### src/hw/smb_ctrl_regs.vh
// Constants for the static memory bus controller: address layout and reset levels.
// Assumes a 26-bit byte address from the system bus, top two bits picking the chip select.
`ifndef SMB_CTRL_REGS_VH
`define SMB_CTRL_REGS_VH

// ==========================================
// Address layout
`define SMB_CS_LSB 24
`define SMB_CS_MSB 25
`define SMB_ALE_BIT 21
`define SMB_CLE_BIT 22

// ==========================================
// Reset values
`define SMB_STROBE_IDLE 1'h1
`define SMB_CS_IDLE 4'hF
`define SMB_DATA_RESET 16'h0000
`define SMB_ADDR_RESET 23'h000000

`endif

### src/hw/smb_ctrl.v
// Static memory bus controller: one external access at a time, pin sharing by bus width
// and byte access type, and flash strobe steering per chip select.
// Assumes configuration ports are held stable while an access is in flight.
//
// Overview of operation
// - 16-bit devices leave address bit 0 unused.
// - Shared pins follow width and byte access type.
// - Address bit 1 always leaves on its own pin.
// - Flash strobes only for enabled chip selects.
// - Flash strobes copy read and write strobes.
// - Flash strobes drop when the access leaves.
// - One flash chip select, shared by all chip selects.
// - Byte selects switch together with the address.
// - Byte write strobes share write enable timing.
// - Upper data lanes timed like lower lanes.
// - Each chip select uses its own timings.
// - Address is driven no later than any strobe in each cycle.
// - Read strobe falls after the read setup.
// - Read strobe stays low for the pulse.
// - Address holds for the remaining hold time.
// - Timings are whole clocks; hold is cycle remainder.
// - Read mode picks the data capture edge.
// - Width bit chooses an 8 or 16-bit bus.
`include "smb_ctrl_regs.vh"

module smb_ctrl #(
	parameter N_CS = 4,
	parameter SW = 6,
	parameter PW = 7,
	parameter CW = 9
) (
	// Clock and reset
	input wire clock,
	input wire rst,
	// System side request
	input wire req_valid,
	input wire req_write,
	input wire req_half,
	input wire [25:0] req_addr,
	input wire [15:0] req_wdata,
	// System side answer
	output reg busy,
	output reg resp_valid,
	output reg [15:0] resp_rdata,
	// Per chip select configuration
	input wire [N_CS-1:0] data_bus_width_sel,
	input wire [N_CS-1:0] byte_access_type,
	input wire [N_CS-1:0] read_mode,
	input wire [N_CS-1:0] matrix_flash_cs_config,
	input wire [N_CS*SW-1:0] read_setup_time,
	input wire [N_CS*PW-1:0] read_pulse_time,
	input wire [N_CS*CW-1:0] read_cycle_time,
	input wire [N_CS*SW-1:0] cs_read_setup_time,
	input wire [N_CS*PW-1:0] cs_read_pulse_time,
	input wire [N_CS*SW-1:0] write_setup_time,
	input wire [N_CS*PW-1:0] write_pulse_time,
	input wire [N_CS*CW-1:0] write_cycle_time,
	input wire [N_CS*SW-1:0] cs_write_setup_time,
	input wire [N_CS*PW-1:0] cs_write_pulse_time,
	// Memory pins
	output reg [23:1] addr_out,
	output reg lane0_or_addr0_pin,
	output reg write_or_lowwrite_pin,
	output reg hisel_or_hiwrite_pin,
	output reg read_strobe_n,
	output reg [N_CS-1:0] chip_select_n,
	output reg [15:0] data_out,
	output reg data_oe_n,
	input wire [15:0] data_in,
	// Flash pins
	output reg flash_output_enable_n,
	output reg flash_write_enable_n,
	output reg flash_addr_latch_en,
	output reg flash_cmd_latch_en,
	output reg flash_chip_select_n
);

	// ==========================================
	// Window test shared by every strobe
	function in_win;
		input [CW:0] c;
		input [CW:0] s;
		input [CW:0] l;
		begin
			in_win = (c >= s) && (c < s + l);
		end
	endfunction

	// ==========================================
	// Field helpers
	// Setup field of one chip select, widened to the counter size.
	function [CW:0] pick_setup;
		input [N_CS*SW-1:0] bank;
		input [1:0] idx;
		begin
			pick_setup = {{(CW+1-SW){1'b0}}, bank[idx*SW +: SW]};
		end
	endfunction

	// Pulse field of one chip select, widened to the counter size.
	function [CW:0] pick_pulse;
		input [N_CS*PW-1:0] bank;
		input [1:0] idx;
		begin
			pick_pulse = {{(CW+1-PW){1'b0}}, bank[idx*PW +: PW]};
		end
	endfunction

	// Cycle field of one chip select, one bit wider so the end test cannot wrap.
	function [CW:0] pick_cycle;
		input [N_CS*CW-1:0] bank;
		input [1:0] idx;
		begin
			pick_cycle = {1'b0, bank[idx*CW +: CW]};
		end
	endfunction

	// A byte sent to the upper lane of a wide bus is copied onto both lanes.
	function [15:0] lane_copy;
		input is_wide;
		input is_half;
		input low_bit;
		input [15:0] wd;
		begin
			lane_copy = (is_wide & ~is_half & low_bit) ? {2{wd[7:0]}} : wd;
		end
	endfunction

	// ==========================================
	// Access state
	reg [CW-1:0] cnt;
	reg [1:0] cur_cs;
	reg cur_write;
	reg cur_half;
	reg [25:0] cur_addr;
	reg [15:0] cur_wdata;
	reg [15:0] d1;
	reg [15:0] d2;
	reg [15:0] d3;
	reg [15:0] dfilt;
	reg [CW-1:0] next_cnt;
	reg next_busy;

	wire start = req_valid & ~busy;
	wire [1:0] sel_cs = busy ? cur_cs : req_addr[`SMB_CS_MSB:`SMB_CS_LSB];
	wire sel_write = busy ? cur_write : req_write;
	wire sel_half = busy ? cur_half : req_half;
	wire [25:0] sel_addr = busy ? cur_addr : req_addr;
	wire [15:0] sel_wdata = busy ? cur_wdata : req_wdata;

	// Timing fields of the selected chip select, widened to the counter size.
	wire [CW:0] t_rs = pick_setup(read_setup_time, sel_cs);
	wire [CW:0] t_rp = pick_pulse(read_pulse_time, sel_cs);
	wire [CW:0] t_crs = pick_setup(cs_read_setup_time, sel_cs);
	wire [CW:0] t_crp = pick_pulse(cs_read_pulse_time, sel_cs);
	wire [CW:0] t_ws = pick_setup(write_setup_time, sel_cs);
	wire [CW:0] t_wp = pick_pulse(write_pulse_time, sel_cs);
	wire [CW:0] t_cws = pick_setup(cs_write_setup_time, sel_cs);
	wire [CW:0] t_cwp = pick_pulse(cs_write_pulse_time, sel_cs);
	wire [CW:0] t_cyc = sel_write ? pick_cycle(write_cycle_time, sel_cs) :
		pick_cycle(read_cycle_time, sel_cs);
	wire wide = data_bus_width_sel[sel_cs];
	wire bwrite = byte_access_type[sel_cs];
	wire flash_on = matrix_flash_cs_config[sel_cs];

	// ==========================================
	// Cycle counter
	always @* begin
		next_busy = busy;
		next_cnt = cnt;
		if (busy) begin
			if ({1'b0, cnt} + {{CW{1'b0}}, 1'b1} >= t_cyc) begin
				next_busy = 1'b0;
				next_cnt = {CW{1'b0}};
			end else begin
				next_cnt = cnt + {{(CW-1){1'b0}}, 1'b1};
			end
		end else if (start) begin
			next_busy = 1'b1;
			next_cnt = {CW{1'b0}};
		end
	end

	// ==========================================
	// Next pin levels
	wire [CW:0] nc = {1'b0, next_cnt};
	wire next_rd = next_busy & ~sel_write & in_win(nc, t_rs, t_rp);
	wire next_we = next_busy & sel_write & in_win(nc, t_ws, t_wp);
	wire next_cs = next_busy & (sel_write ? in_win(nc, t_cws, t_cwp) :
		in_win(nc, t_crs, t_crp));
	wire next_drive = next_busy & sel_write & (nc >= t_ws);
	wire a0 = sel_addr[0];
	wire lane0 = ~wide | sel_half | ~a0;
	wire lane1 = wide & (sel_half | a0);
	// Capture happens on the edge that raises the controlling strobe.
	wire rd_rise = ~read_strobe_n & ~next_rd;
	wire cs_rise = ~chip_select_n[cur_cs] & ~next_cs;
	wire capture = busy & ~cur_write & (read_mode[cur_cs] ? rd_rise : cs_rise);

	reg next_p0;
	reg next_p1;
	reg next_p2;
	always @* begin
		if (!wide) begin
			next_p0 = a0;
			next_p1 = ~next_we;
			next_p2 = 1'b1;
		end else if (bwrite) begin
			next_p0 = 1'b1;
			next_p1 = ~(next_we & lane0);
			next_p2 = ~(next_we & lane1);
		end else begin
			next_p0 = ~lane0;
			next_p1 = ~next_we;
			next_p2 = ~lane1;
		end
	end

	// ==========================================
	// Pin input synchroniser
	// The data bus is sampled through three stages, so read data must be steady
	// four clocks before the capture edge; pulses below five clocks read stale data.
	always @(posedge clock) begin
		if (rst) begin
			d1 <= `SMB_DATA_RESET;
			d2 <= `SMB_DATA_RESET;
			d3 <= `SMB_DATA_RESET;
			dfilt <= `SMB_DATA_RESET;
		end else begin
			d1 <= data_in;
			d2 <= d1;
			d3 <= d2;
			if (d2 == d3) begin
				dfilt <= d3;
			end
		end
	end

	// ==========================================
	// Registers
	always @(posedge clock) begin
		if (rst) begin
			busy <= 1'b0;
			cnt <= {CW{1'b0}};
			cur_cs <= 2'h0;
			cur_write <= 1'b0;
			cur_half <= 1'b0;
			cur_addr <= 26'h0000000;
			cur_wdata <= `SMB_DATA_RESET;
			resp_valid <= 1'b0;
			resp_rdata <= `SMB_DATA_RESET;
			addr_out <= `SMB_ADDR_RESET;
			lane0_or_addr0_pin <= `SMB_STROBE_IDLE;
			write_or_lowwrite_pin <= `SMB_STROBE_IDLE;
			hisel_or_hiwrite_pin <= `SMB_STROBE_IDLE;
			read_strobe_n <= `SMB_STROBE_IDLE;
			chip_select_n <= `SMB_CS_IDLE;
			data_out <= `SMB_DATA_RESET;
			data_oe_n <= 1'b1;
			flash_output_enable_n <= `SMB_STROBE_IDLE;
			flash_write_enable_n <= `SMB_STROBE_IDLE;
			flash_addr_latch_en <= 1'b0;
			flash_cmd_latch_en <= 1'b0;
			flash_chip_select_n <= `SMB_STROBE_IDLE;
		end else begin
			busy <= next_busy;
			cnt <= next_cnt;
			resp_valid <= busy & ~next_busy;
			if (start) begin
				cur_cs <= req_addr[`SMB_CS_MSB:`SMB_CS_LSB];
				cur_write <= req_write;
				cur_half <= req_half;
				cur_addr <= req_addr;
				cur_wdata <= req_wdata;
				// Address and byte selects load on the same edge, before any strobe whose setup time is nonzero.
				addr_out <= req_addr[23:1];
				lane0_or_addr0_pin <= next_p0;
				hisel_or_hiwrite_pin <= next_p2;
				data_out <= lane_copy(wide, req_half, a0, req_wdata);
			end else if (busy & sel_write) begin
				hisel_or_hiwrite_pin <= next_p2;
			end
			write_or_lowwrite_pin <= next_p1;
			read_strobe_n <= ~next_rd;
			chip_select_n <= next_cs ? ~(4'h1 << sel_cs) : `SMB_CS_IDLE;
			data_oe_n <= ~next_drive;
			if (capture) begin
				resp_rdata <= dfilt;
			end
			// Flash strobes exist only while an enabled chip select owns the access.
			flash_output_enable_n <= ~(flash_on & next_rd);
			flash_write_enable_n <= ~(flash_on & next_we);
			flash_chip_select_n <= ~(flash_on & next_cs);
			flash_addr_latch_en <= next_busy & flash_on & sel_addr[`SMB_ALE_BIT];
			flash_cmd_latch_en <= next_busy & flash_on & sel_addr[`SMB_CLE_BIT];
		end
	end

	wire unused_wdata = |sel_wdata;

endmodule // smb_ctrl

### config.mk
export PLATFORM = sky130hd
export DESIGN_NAME = smb_ctrl
export DESIGN_NICKNAME = d
export VERILOG_FILES = /design/src/hw/smb_ctrl.v
export VERILOG_INCLUDE_DIRS = /design/src /design/src/hw
export SDC_FILE = /design/constraint.sdc
export NUM_CORES = 1
export LEC_CHECK = 0
export BUFFER_PORTS_ARGS = -buffer_cell sky130_fd_sc_hd__buf_2
export CAP_MARGIN = 5
export CORE_MARGIN = 10
export CORE_UTILIZATION = 46
export CTS_CLUSTER_SIZE = 12
export DETAILED_ROUTE_END_ITERATION = 10
export PLACE_DENSITY = 0.83
export SYNTH_ARGS = -nofsm -noshare
export SYNTH_HDL_FRONTEND = slang
export SYNTH_SLANG_ARGS = --single-unit
### constraint.sdc
create_clock -name clock -period 17.9 [get_ports clock]
set_input_delay 2.685 -clock clock [delete_from_list [all_inputs] [get_ports clock]]
set_output_delay 2.685 -clock clock [all_outputs]
set_load 0.05 [all_outputs]
## After elaboration in Yosys (flattened, before gate mapping)

Index checks and enable logic that the tools add are counted.

| storage, ports and cells | value |
|---|---|
| output and inout bits | 71 |
| logic and storage cells | 143 |
| register bits | 171 |

| cells by class | value |
|---|---|
| multiplexer cells | 32 |
| $lt $le $gt $ge | 11 |
| multipliers | 3 |
| bitwise operators | 48 |
| add/sub/neg operators | 6 |
| reduce and logical (&&, ||, !) cells | 6 |
| eq/ne operators | 1 |
| shifts and indexed selects | 11 |

Operators with widths:

| kind | number |
|---|---|
| variable part select 28 x 6 -> 7 bit | 4 |
| variable part select 24 x 6 -> 6 bit | 4 |
| variable part select 36 x 7 -> 9 bit | 2 |
| >= comparator 9 x 6 -> 1 bit | 4 |
| less-than comparator 9 x 8 -> 1 bit | 4 |
| two-way mux 9 bit | 4 |
| adder 6 x 7 -> 8 bit | 4 |
| bitwise AND 1 bit | 24 |
| two-way mux 23 bit | 1 |
| two-way mux 1 bit | 20 |
| inverter 1 bit | 20 |
| == test 16 bit | 1 |
| two-way mux 16 bit | 1 |
| adder 9 x 1 -> 10 bit, second input constant | 1 |
| binary-select mux 1 bit (select 2 bit) | 5 |
| >= comparator 10 x 9 -> 1 bit | 1 |
| adder 9 x 1 -> 9 bit, second input constant | 1 |
| less-than comparator 2 x 3 -> 1 bit, second input constant | 2 |
| multiplier 2 x 4 -> 6 bit, second input constant | 1 |
| multiplier 2 x 3 -> 5 bit, second input constant | 1 |
| logical AND 1 bit | 4 |
| multiplier 2 x 2 -> 4 bit, second input constant | 1 |
| inverter 4 bit | 1 |
| << shifter 1 x 2 -> 4 bit, first input constant | 1 |
| 4 further kinds | 6 |

## Logic depth before layout (Yosys ltp)

Gate-level depths: netlist of the first run.

| logic depth | value |
|---|---|
| depth in word-level cells | 16 |
| depth in mapped cells | 27 |
| gate-level depth less buffers | 22 |

## Least setup slack after synthesis of the first run

Ideal clock, no wire load.

| timing | value |
|---|---|
| path kind | input to register |
| start point | input req_addr[24] |
| end point | register resp_rdata[10] |
| stages on the path | 25 |
| data arrival time | 7.857 ns |
| path slack | 9.924 ns |
| library setup time | 0.120 ns |
| path through | mux2i_1 > buf_2 > buf_2 > buf_2 > and3_1 > a311oi_1 > a31oi_1 > ha_1 > and4_1 > o21ai_1 > a31o_2 > and3_1 > clkbuf_1 > nand2_1 > o21ai_0 > ha_1 > a21o_1 > a21o_1 > a211oi_1 > o21bai_1 > a21oi_1 > and4_1 > o2bb2ai_4 > buf_6 > mux2i_1 |

| on the way | value |
|---|---|
| word-level cells in the longest chain between the ends | 15 |

RTL lines:

| item | line | source |
|---|---|---|
| from (decl) | smb_ctrl.v:39 | `input wire [25:0] req_addr,` |
| two-way mux 2 bit * | smb_ctrl.v:145 | `` wire [1:0] sel_cs = busy ? cur_cs : req_addr[`SMB_CS_MSB:`SMB_CS_LSB]; `` |
| multiplier 2 x 4 -> 6 bit * | smb_ctrl.v:114 | `pick_cycle = {1'b0, bank[idx*CW +: CW]};` |
| variable part select 36 x 7 -> 9 bit | smb_ctrl.v:114 |  |
| two-way mux 9 bit * | smb_ctrl.v:160 | `wire [CW:0] t_cyc = sel_write ? pick_cycle(write_cycle_time, sel_cs) :` |
| >= comparator 10 x 9 -> 1 bit * | smb_ctrl.v:172 | `if ({1'b0, cnt} + {{CW{1'b0}}, 1'b1} >= t_cyc) begin` |
| two-way mux 9 bit * | smb_ctrl.v:172 |  |
| two-way mux 9 bit * | smb_ctrl.v:171 | `if (busy) begin` |
| net next_cnt[2] | smb_ctrl.v:141 | `reg [CW-1:0] next_cnt;` |
| >= comparator 9 x 6 -> 1 bit or less-than comparator 9 x 8 -> 1 bit (tied branches) | smb_ctrl.v:85 | `in_win = (c >= s) && (c < s + l);` |
| logical AND 1 bit | smb_ctrl.v:85 |  |
| two-way mux 1 bit | smb_ctrl.v:189 | `wire next_cs = next_busy & (sel_write ? in_win(nc, t_cws, t_cwp) :` |
| bitwise AND 1 bit | smb_ctrl.v:189 |  |
| inverter 1 bit | smb_ctrl.v:197 | `wire cs_rise = ~chip_select_n[cur_cs] & ~next_cs;` |
| bitwise AND 1 bit | smb_ctrl.v:197 |  |
| two-way mux 1 bit * | smb_ctrl.v:198 | `wire capture = busy & ~cur_write & (read_mode[cur_cs] ? rd_rise : cs_rise);` |
| bitwise AND 1 bit * | smb_ctrl.v:198 |  |
| to (signal assigned) | smb_ctrl.v:251 | `` resp_rdata <= `SMB_DATA_RESET; `` |
| to (signal assigned) | smb_ctrl.v:288 | `resp_rdata <= dfilt;` |
| to (decl) | smb_ctrl.v:44 | `output reg [15:0] resp_rdata,` |

The timed path passes the listed nets; every way through them passes the cells marked *.
A chain may end at the register's enable or synchronous reset.

## Worst setup path in the final report of the first run

| timing | value |
|---|---|
| start point | input req_write |
| end point | register resp_rdata[2] |

| on the way | value |
|---|---|
| word-level cells in the longest chain between the ends | 13 |

RTL lines:

| item | line | source |
|---|---|---|
| from (decl) | smb_ctrl.v:37 | `input wire req_write,` |
| two-way mux 1 bit * | smb_ctrl.v:146 | `wire sel_write = busy ? cur_write : req_write;` |
| two-way mux 9 bit * | smb_ctrl.v:160 |  |
| >= comparator 10 x 9 -> 1 bit * | smb_ctrl.v:172 |  |
| two-way mux 9 bit * | smb_ctrl.v:172 |  |
| two-way mux 9 bit * | smb_ctrl.v:171 |  |
| net next_cnt[6] | smb_ctrl.v:141 |  |
| >= comparator 9 x 6 -> 1 bit or less-than comparator 9 x 8 -> 1 bit (tied branches) | smb_ctrl.v:85 |  |
| logical AND 1 bit | smb_ctrl.v:85 |  |
| two-way mux 1 bit | smb_ctrl.v:189 |  |
| bitwise AND 1 bit | smb_ctrl.v:189 |  |
| inverter 1 bit | smb_ctrl.v:197 |  |
| bitwise AND 1 bit | smb_ctrl.v:197 |  |
| two-way mux 1 bit * | smb_ctrl.v:198 |  |
| bitwise AND 1 bit * | smb_ctrl.v:198 |  |

Marked as above.

==> results by group, run 1 <==
Worst setup path
  • Element type at the critical path start: input port
  • Crit path kind: in2reg
  • CP Data Required Time: 18170 ps
  • CP delay by family, top: compound AO/OA/AOI/OAI gates
  • Critical-path top delay cell: mux2i_4
  • Crit path max fanout: 36
  • Worst path buffer plus inverter count: 1
  • Crit-path cells: buf_2, mux2i_4, nand2_1, and3_1, a311oi_1, a31oi_1, ha_1, o21a_1, o21ai_0, a31o_2, and3_1, nand2_1, o21ai_0, ha_1, a21oi_1, nor2b_1, a2111oi_4, o311ai_2, o2bb2ai_4, mux2i_1
  • Stages on worst setup path: 20
  • Slowest stage delay, CP: 800 ps
  • Crit path DAT: 8170 ps
  • R2R cell count: 20
  • Endpoint class of the critical path: register

Yosys
  • Commonest cells post-synth: nand2_1, dfxtp_1, ha_1, a21oi_1, nor2b_1
  • Most area-consuming cells after synthesis: dfxtp_1, mux4_2, ha_1
  • Async SR Flop Fraction: 0%
  • Area leader, netlist: dfxtp_1
  • Sequential area share after synthesis: 30.0%
  • Yosys warns: 0
  • Most numerous cell in the Yosys netlist: nand2_1
  • Area share of the largest cell type after synthesis: 30.0%
  • Syn_nets: 1518
  • Post-synthesis cell count: 1069
  • Commonest register cell after synthesis: dfxtp_1
  • Syn Std Cell Area: 0.00993 sq mm
  • Synthesized flop and latch total: 149
  • EDFF count, synth: 0
  • Netlist cell types: 56
  • Syn Area/Cell: 9.29 sq um

Detailed routing
  • WL per Instance: 20.8 microns
  • Number of DRC markers in iteration 0: 790
  • Post-route ant nets: 0
  • First-pass DRT Iterations: 5
  • Via count: 9474
  • Drt drc: 0
  • Post-Route WL: 36.3 mm
  • Via-to-Cell Ratio: 5.44

STA
  • Skew final: 21.8 ps
  • Min Tclk post-route: 7900 ps
  • Final hold slack: 438 ps
  • Final cycle utilization of the critical path: 44.1%
  • Final Hold Fails: 0
  • Slew headroom: 21.1%
  • Setup TNS Final: 0 ps
  • Endpoints failing setup: 0
  • RSZ-0062 raised after global routing: false
  • Max-slew violation count: 0
  • Slew @ Worst Pin: 1180 ps
  • Max Fclk: 127 MHz

Clock tree
  • Root buffer cell: clkbuf_16
  • Post-CTS Repair Setup Buffers: 0
  • H-tree level count: 4
  • CTS Buf Count: 17
  • Post_cts resized: 0
  • Clock sinks: 149
  • Clk_lat worst skew: 430 ps
  • Maximum root-to-sink buffer count: 2
  • CTS tree: yes
  • Worst-path clk slew: 70 ps
  • # hold bufs at CTS: 0

GRT
  • Initial antenna violation count: 13
  • Grt ovf: 0
  • First-pass GRT wire length: 55.5 mm
  • GRT Total Usage: 24.9%
  • Pin count of the biggest net entering global routing: 117
  • Vias in the first global route: 9789

Floorplan
  • Area of the core: 0.0212 sq mm
  • Standard-cell row count: 53
  • DIE WIDTH: 167 microns
  • Die footprint: 0.0279 sq mm
  • Starting density of the core: 47.0%
  • Die height: 167 microns
  • Top-Level Pins: 430

Cells and area
  • Area delta synth->final: 28.6%
  • Final #Nets: 1893
  • Layout cells sized above 1: 37.4%

Placed design
  • Routability Congestion: 0.953
  • # port buffers: 429
  • Final HPWL DP: 30.4 mm

Power
  • Pleak: 0.00607 uW
  • VDD IR max: 0.0681 mV
  • PwrDens: 81.9 mW/mm^2

Hold path
  • Worst min-delay path class: reg2reg
  • Hold Crit Depth: 1

Run status
  • Status: finished, final reports clean

Flow run
  • Maxcap violations: 0
## placed cells by master (no fill, tap or decap), types with 26 or more instances in the layout
master and instances:
nor2b_1 63, a21o_1 26, mux4_2 57, a21oi_1 67
nand2b_1 38, inv_1 40, mux2i_1 41, ha_1 86
nand3_1 28, xnor2_1 29, buf_2 428, nand2_1 171
dfxtp_1 149, nor2_1 34
## worst reg2reg max path, cell delays in order (launching register included)
cell,delay [ps]
dfxtp_1,520
buf_4,310
mux2i_4,380
buf_4,450
and3_1,270
a311oi_1,50
a31oi_1,220
ha_1,270
o21a_1,160
o21ai_0,160
a31o_2,210
and3_1,440
nand2_1,90
o21ai_0,690
ha_1,380
a21oi_1,150
nor2b_1,90
a2111oi_4,330
o311ai_2,240
o2bb2ai_4,350
mux2i_1,200
## registers in the layout, indices dropped and copies added, names as in the netlist, 2 cells and up
register and flops:
d1 16, chip_select_n 4, data_out 16, cnt 9, resp_rdata 16, dfilt 16
d2 16, d3 16, addr_out 23, cur_cs 2
## cell families (layout without fill, tap and decap cells)
kind of cell | Yosys count | in the layout | share of synthesized area (%)
AO/OA/AOI/OAI | 184 | 184 | 12.5
XOR/XNOR | 44 | 44 | 3.88
adder cells (fa/ha/maj) | 90 | 90 | 11.6
buffers and inverters | 122 | 510 | 5.71
flip-flops | 149 | 149 | 30.0
multiplexers | 103 | 103 | 17.6
other | 0 | 8 | 0
AND/OR/NAND/NOR | 377 | 377 | 18.6
## layout make-up
class,count,area (sq um)
clock inverter,15,196
antenna,8,20.0
timing repair buffer,438,2220
inverter,40,150
fill,1853,8380
multi-input combinational,798,6440
clock buffer,17,425
tap,275,344
sequential,149,2980
## where the power goes
part / total [uW] / internal, uW / switching, uW / leakage [uW]
sequential: 352 / 344 / 7.97 / 0.00122
clock: 358 / 191 / 167 / 0.000299
combinational: 337 / 153 / 184 / 0.00455
total: 1050 / 688 / 359 / 0.00607
## metrics by stage
stage | utilization [%] | setup slack [ps] | instance area [sq um] | cells | power [uW]
after floorplan | - | 9920 | 9930 | 1069 | 595
after global placement | 57.3 | 9770 | 12100 | 1700 | 684
after detailed placement | 57.3 | 9670 | 12100 | 1700 | 694
after global routing | 60.4 | 9580 | 12800 | 1740 | 1100
after CTS | 60.3 | 10100 | 12800 | 1732 | 1050
final | 60.4 | 10000 | 12800 | 1740 | 1050
## routing by layer
metal,vias to the layer above,part of all wire [%],track usage [%]
li1,4541,-,-
met1,4439,39,28.1
met2,432,50,42.8
met3,58,8.5,8.12
met4,4,2.7,9.55
met5,-,0.077,0
## final timing paths
path              startpoint       endpoint  slack (ps)
hold reg to reg        d1[2]          d2[2]         440
setup reg to reg        busy  resp_rdata[2]       11770
setup / recovery   req_write  resp_rdata[2]       10000
hold / removal         d1[2]          d2[2]         440
(Power assumes the default switching activity.)
==> run 2: changes to the inputs <==
Settings changed: CORE_UTILIZATION 46 to 44.
Clock period 17.9 ns to 6.72 ns, I/O delays scaled along.
==> results by group, run 2 (synthesized netlist as in run 1, its figures left out) <==
Detailed routing
  • Via count: 9514 (+0.42%)
  • Via-to-Cell Ratio: 5.46 (+0.19%)
  • Post-Route WL: 36.1 mm (-0.49%)
  • WL per Instance: 20.7 microns (-0.72%)
  • First-pass DRT Iterations: 6 (+1)
  • Post-route ant nets: 0 (unchanged)
  • Number of DRC markers in iteration 0: 582 (-26%)
  • Drt drc: 0 (unchanged)

Clock tree
  • CTS Buf Count: 17 (unchanged)
  • H-tree level count: 4 (unchanged)
  • Post-CTS Repair Setup Buffers: 0 (unchanged)
  • Clock sinks: 149 (unchanged)
  • Worst-path clk slew: 70 ps (about the same)
  • Post_cts resized: 0 (unchanged)
  • Maximum root-to-sink buffer count: 2 (unchanged)
  • # hold bufs at CTS: 0 (unchanged)
  • Root buffer cell: clkbuf_16
  • Clk_lat worst skew: 410 ps (-20 ps)
  • CTS tree: yes

Worst setup path
  • CP Data Required Time: 7050 ps (-11120 ps)
  • Endpoint class of the critical path: register
  • Crit path kind: in2reg
  • Element type at the critical path start: input port
  • Crit path DAT: 6460 ps (-1710 ps)
  • R2R cell count: 19 (-5.0%)
  • Crit path max fanout: 39 (+8.3%)

GRT
  • GRT Total Usage: 24.2% (-0.73 points)
  • Pin count of the biggest net entering global routing: 110 (-6.0%)
  • First-pass GRT wire length: 55.0 mm (-0.82%)
  • Vias in the first global route: 9871 (+0.84%)
  • Grt ovf: 0 (unchanged)
  • Initial antenna violation count: 6 (-7)

Floorplan
  • Top-Level Pins: 430 (unchanged)
  • Standard-cell row count: 54 (+1.9%)
  • Starting density of the core: 45.1% (-1.9 points)
  • Area of the core: 0.0220 sq mm (+4.1%)
  • Die height: 170 microns (+2.0%)
  • Die footprint: 0.0290 sq mm (+4.0%)
  • DIE WIDTH: 170 microns (+2.0%)

STA
  • Min Tclk post-route: 6130 ps
  • Max-slew violation count: 0 (unchanged)
  • Slew @ Worst Pin: 1190 ps (+7.98 ps)
  • Setup TNS Final: 0 ps (unchanged)
  • Max Fclk: 163 MHz
  • Skew final: 15.8 ps (-5.96 ps)
  • Endpoints failing setup: 0 (unchanged)
  • Final Hold Fails: 0 (unchanged)
  • RSZ-0062 raised after global routing: false
  • Final cycle utilization of the critical path: 91.2%
  • Slew headroom: 20.6% (-0.53 points)

Cells and area
  • Top reg by flops: addr_out
  • Final instance area: 0.0128 sq mm (+0.23%)
  • Multi-input logic area: 0.00644 sq mm (unchanged)
  • Highest-count cells in the layout ignoring fill and taps: buf_2, nand2_1, dfxtp_1
  • Layout cells sized above 1: 37.5% (+0.13 points)
  • Largest register FFs: 23 (unchanged)
  • Area delta synth->final: 28.9%
  • Post-Route Utilization: 58.1% (-2.3 points)
  • FF/Latch Area: 0.00298 sq mm (unchanged)
  • FILL cells: 1947 (+5.1%)
  • Leading cell type in the layout, fill and taps excluded: buf_2
  • Final #Nets: 1897 (+0.21%)

Placed design
  • # port buffers: 429 (unchanged)
  • Final HPWL DP: 30.0 mm (-1.2%)
  • Routability Congestion: 0.981 (+2.9%)
  • Placed cell area: 0.0122 sq mm (+0.40%)

Flow run
  • Maxcap violations: 0 (unchanged)

Power
  • VDD IR max: 0.190 mV (+180%)
  • PwrDens: 220 mW/mm^2 (+170%)
  • Pleak: 0.00610 uW (+0.45%)

Hold path
  • Hold Crit Depth: 1 (unchanged)
  • Worst min-delay path class: reg2reg

Run status
  • Status: finished, final reports clean
run 2: metrics by stage:
step	instances	total power (uW)	hold slack (ps)	worst slack [ps]
6_report	1744	2820	434	594
5_1_grt	1744	2980	457	280
4_1_cts	1740	2840	435	728
3_5_place_dp	1709	1860	420	320
3_3_place_gp	1709	1830	419	519
2_1_floorplan	1069	1580	414	421
run 2: worst paths after layout:
path,startpoint,endpoint,slack [ps]
worst max-delay path,req_write,resp_rdata[11],590
worst min-delay path,d1[0],d2[0],430
worst max register to register,cur_write,resp_rdata[11],740
worst min register to register,d1[0],d2[0],430
run 2: area by class of cell:
class | count | share of cell area, %
Multi-Input combinational cell | 798 | 50.3
Sequential cell | 149 | 23.3
Timing Repair Buffer | 442 | 17.7
Clock buffer | 17 | 3.32
Tap cell | 280 | 2.74
Clock inverter | 14 | 1.46
Inverter | 40 | 1.17
Antenna cell | 4 | 0.0782
run 2: layer usage:
metal	vias up	share of wire, %	global-route usage (%)
met1	4441	39	28.1
met4	2	2.1	7.67
met2	483	49	41.4
li1	4543	-	-
met5	-	0.036	0
met3	45	10	7.96
run 2: power breakdown:
part	internal [uW]	switching, uW	total, uW
combinational	410	492	902
sequential	916	20.4	936
clock	567	414	981
total	1890	927	2820
run 2: worst max-delay path: stages:
cell,delay (ps)
buf_2,170
mux2_2,670
nand2_1,110
and3_1,210
a311oi_1,280
a31oi_1,70
ha_1,360
and4_1,210
o21ai_1,90
a31o_2,260
and3_1,440
a22o_1,510
ha_1,320
a211oi_1,210
o31ai_1,130
a21oi_1,170
o211ai_1,100
and4_1,280
o2bb2ai_4,560
mux2i_1,270
==> run 3: changes to the inputs <==
Settings changed: ABC_AREA set to 1.
==> results by group, run 3 <==
Clock tree
  • Clk_lat worst skew: 430 ps (+20 ps)
  • Clock sinks: 149 (unchanged)
  • Maximum root-to-sink buffer count: 2 (unchanged)
  • Root buffer cell: clkbuf_16
  • CTS Buf Count: 17 (unchanged)
  • CTS tree: yes
  • H-tree level count: 4 (unchanged)
  • Post_cts resized: 0 (unchanged)
  • # hold bufs at CTS: 0 (unchanged)
  • Post-CTS Repair Setup Buffers: 0 (unchanged)
  • Worst-path clk slew: 70 ps (about the same)

Power
  • PwrDens: 236 mW/mm^2 (+7.0%)
  • Total power: 2980 uW (+5.7%)
  • Pleak: 0.00649 uW (+6.4%)
  • VDD IR max: 0.169 mV (-11%)

Worst setup path
  • Crit path kind: in2reg
  • Cell mode on critical path: nand2_1
  • Critical-path top delay cell: nand2_2
  • CP Data Required Time: 7040 ps (about the same)
  • Element type at the critical path start: input port
  • Slowest stage delay, CP: 500 ps (-170 ps)
  • Crit path max fanout: 32 (-18%)
  • Endpoint class of the critical path: register
  • Crit path DAT: 6100 ps (-360 ps)

STA
  • Final worst slack: 937 ps (+343 ps)
  • Final cycle utilization of the critical path: 86.1% (-5.1 points)
  • Slew headroom: 28.8% (+8.2 points)
  • Skew final: 16.4 ps (+0.552 ps)
  • Final Hold Fails: 0 (unchanged)
  • Max Fclk: 173 MHz (+5.9%)
  • Min Tclk post-route: 5780 ps (-343 ps)
  • Setup TNS Final: 0 ps (unchanged)
  • RSZ-0062 raised after global routing: false
  • Slew @ Worst Pin: 1070 ps (-121 ps)
  • Max-slew violation count: 0 (unchanged)
  • Endpoints failing setup: 0 (unchanged)

Detailed routing
  • Post-Route WL: 37.3 mm (+3.3%)
  • Post-route ant nets: 0 (unchanged)
  • WL per Instance: 18.1 microns (-13%)
  • First-pass DRT Iterations: 6 (unchanged)
  • Via count: 10800 (+13%)
  • Drt drc: 0 (unchanged)
  • Number of DRC markers in iteration 0: 767 (+32%)
  • Via-to-Cell Ratio: 5.23 (-4.2%)

Floorplan
  • Standard-cell row count: 54 (unchanged)
  • Die footprint: 0.0289 sq mm (-0.32%)
  • Area of the core: 0.0220 sq mm (-0.31%)
  • Top-Level Pins: 430 (unchanged)
  • Starting density of the core: 45.1% (about the same)
  • Die height: 170 microns (-0.16%)
  • DIE WIDTH: 170 microns (-0.16%)

Run status
  • Status: finished, final reports clean

Flow run
  • Maxcap violations: 0 (unchanged)

Yosys
  • Async SR Flop Fraction: 0% (unchanged)
  • Post-synthesis cell count: 1391 (+30%)
  • Syn Std Cell Area: 0.00990 sq mm (-0.37%)
  • Most numerous cell in the Yosys netlist: nor2_1
  • Syn_nets: 1840 (+21%)
  • Commonest register cell after synthesis: dfxtp_1
  • Sequential area share after synthesis: 30.1% (+0.11 points)
  • EDFF count, synth: 0 (unchanged)
  • Yosys warns: 0 (unchanged)
  • Commonest cells post-synth: nor2_1, nand2_1, dfxtp_1, inv_1, o21ai_0
  • Syn Area/Cell: 7.11 sq um (-23%)
  • Area share of the largest cell type after synthesis: 30.1% (+0.11 points)
  • Area leader, netlist: dfxtp_1
  • Most area-consuming cells after synthesis: dfxtp_1, ha_1, nor2_1
  • Netlist cell types: 51 (-8.9%)
  • Synthesized flop and latch total: 149 (unchanged)

Cells and area
  • Post-Route Utilization: 57.6% (-0.50 points)
  • Final #Nets: 2214 (+17%)
  • Layout cells sized above 1: 29.9% (-7.6 points)
  • Largest register FFs: 23 (unchanged)
  • Highest-count cells in the layout ignoring fill and taps: buf_2, nor2_1, nand2_1
  • FILL cells: 2064 (+6.0%)
  • Top reg by flops: addr_out
  • Leading cell type in the layout, fill and taps excluded: buf_2
  • Area delta synth->final: 27.8%

Placed design
  • # port buffers: 429 (unchanged)
  • Final HPWL DP: 30.4 mm (+1.2%)
  • Routability Congestion: 0.960 (-2.2%)
  • Pre-CTS setup slack: 532 ps (+212 ps)

GRT
  • Grt ovf: 0 (unchanged)
  • Initial antenna violation count: 5 (-1)
  • Vias in the first global route: 10600 (+7.2%)
  • First-pass GRT wire length: 56.4 mm (+2.4%)
  • Pin count of the biggest net entering global routing: 74 (-33%)
  • GRT Total Usage: 24.4% (+0.19 points)

Hold path
  • Worst min-delay path class: reg2reg
run 3: cell count changes after synthesis, sizes merged, moves of 18 or more:
| cell | change |
|---|---|
| a21o | -18 |
| o21ai | +85 |
| a21oi | +31 |
| nand3 | +21 |
| nor2 | +203 |
| mux4 | -57 |
| o22ai | +59 |
| inv | +115 |
| nand2b | -38 |
| nor2b | -64 |
| and2 | +19 |
| mux2i | -44 |
| a22oi | +52 |
run 3: through the flow:
stage / instance area [sq um] / instances / hold WS (ps)
final: 12700 / 2063 / 399
after CTS: 12600 / 2058 / 402
after detailed placement: 12100 / 2026 / 392
after floorplan: 9900 / 1391 / 388
after global placement: 12100 / 2026 / 391
after global routing: 12700 / 2063 / 420
run 3: cells by family (layout without fill, tap and decap cells):
| kind of cell | Yosys count | after routing | share of synthesized area [%] |
|---|---|---|---|
| AOI/OAI and AO/OA | 353 | 353 | 21.6 |
| xor gates and xnor gates | 35 | 35 | 3.25 |
| adders and majority gates | 90 | 90 | 11.7 |
| buffers and inverters | 247 | 634 | 10.7 |
| DFF | 149 | 149 | 30.1 |
| other | 0 | 5 | 0 |
| and+or+nand+nor | 517 | 517 | 22.6 |
run 3: layout make-up:
cell class | instances | area, sq um | share of cell area, %
flip-flops and latches | 149 | 2980 | 23.6
well taps | 280 | 350 | 2.77
diodes | 5 | 12.5 | 0.0989
clock inverters | 13 | 118 | 0.930
repair buffers | 442 | 2240 | 17.7
clock buffers | 19 | 453 | 3.58
inverters | 160 | 601 | 4.75
multi-input cells | 995 | 5890 | 46.6
run 3: worst paths after layout:
kind / start / end / slack (ps) / cells past startpoint
worst min register to register: d1[5] / d2[5] / 400 / 2
worst max register to register: busy / resp_rdata[11] / 980 / 36
worst max-delay path: req_addr[25] / resp_rdata[11] / 940 / 36
worst min-delay path: d1[5] / d2[5] / 400 / 2
run 3: routing by layer:
metal  share of wire [%]  track usage [%]  vias up
li1                    -                -     5382
met1                  39             26.8     4891
met4                 2.2             7.78        0
met3                 7.5             5.65       49
met5                   0                0        -
met2                  51             45.2      460
run 3: critical path, delay by kind of cell:
family	cells	cell delay (ps)
compound gates	7	1040
fa+ha+maj	2	670
buf+inv	6	530
simple gates	21	2820
run 3: power breakdown:
part	switching, uW	leakage, uW	internal [uW]
Combinational	700	0.00499	421
Clock	396	0.000281	504
Sequential	24.1	0.00122	936
Total	1120	0.00649	1860
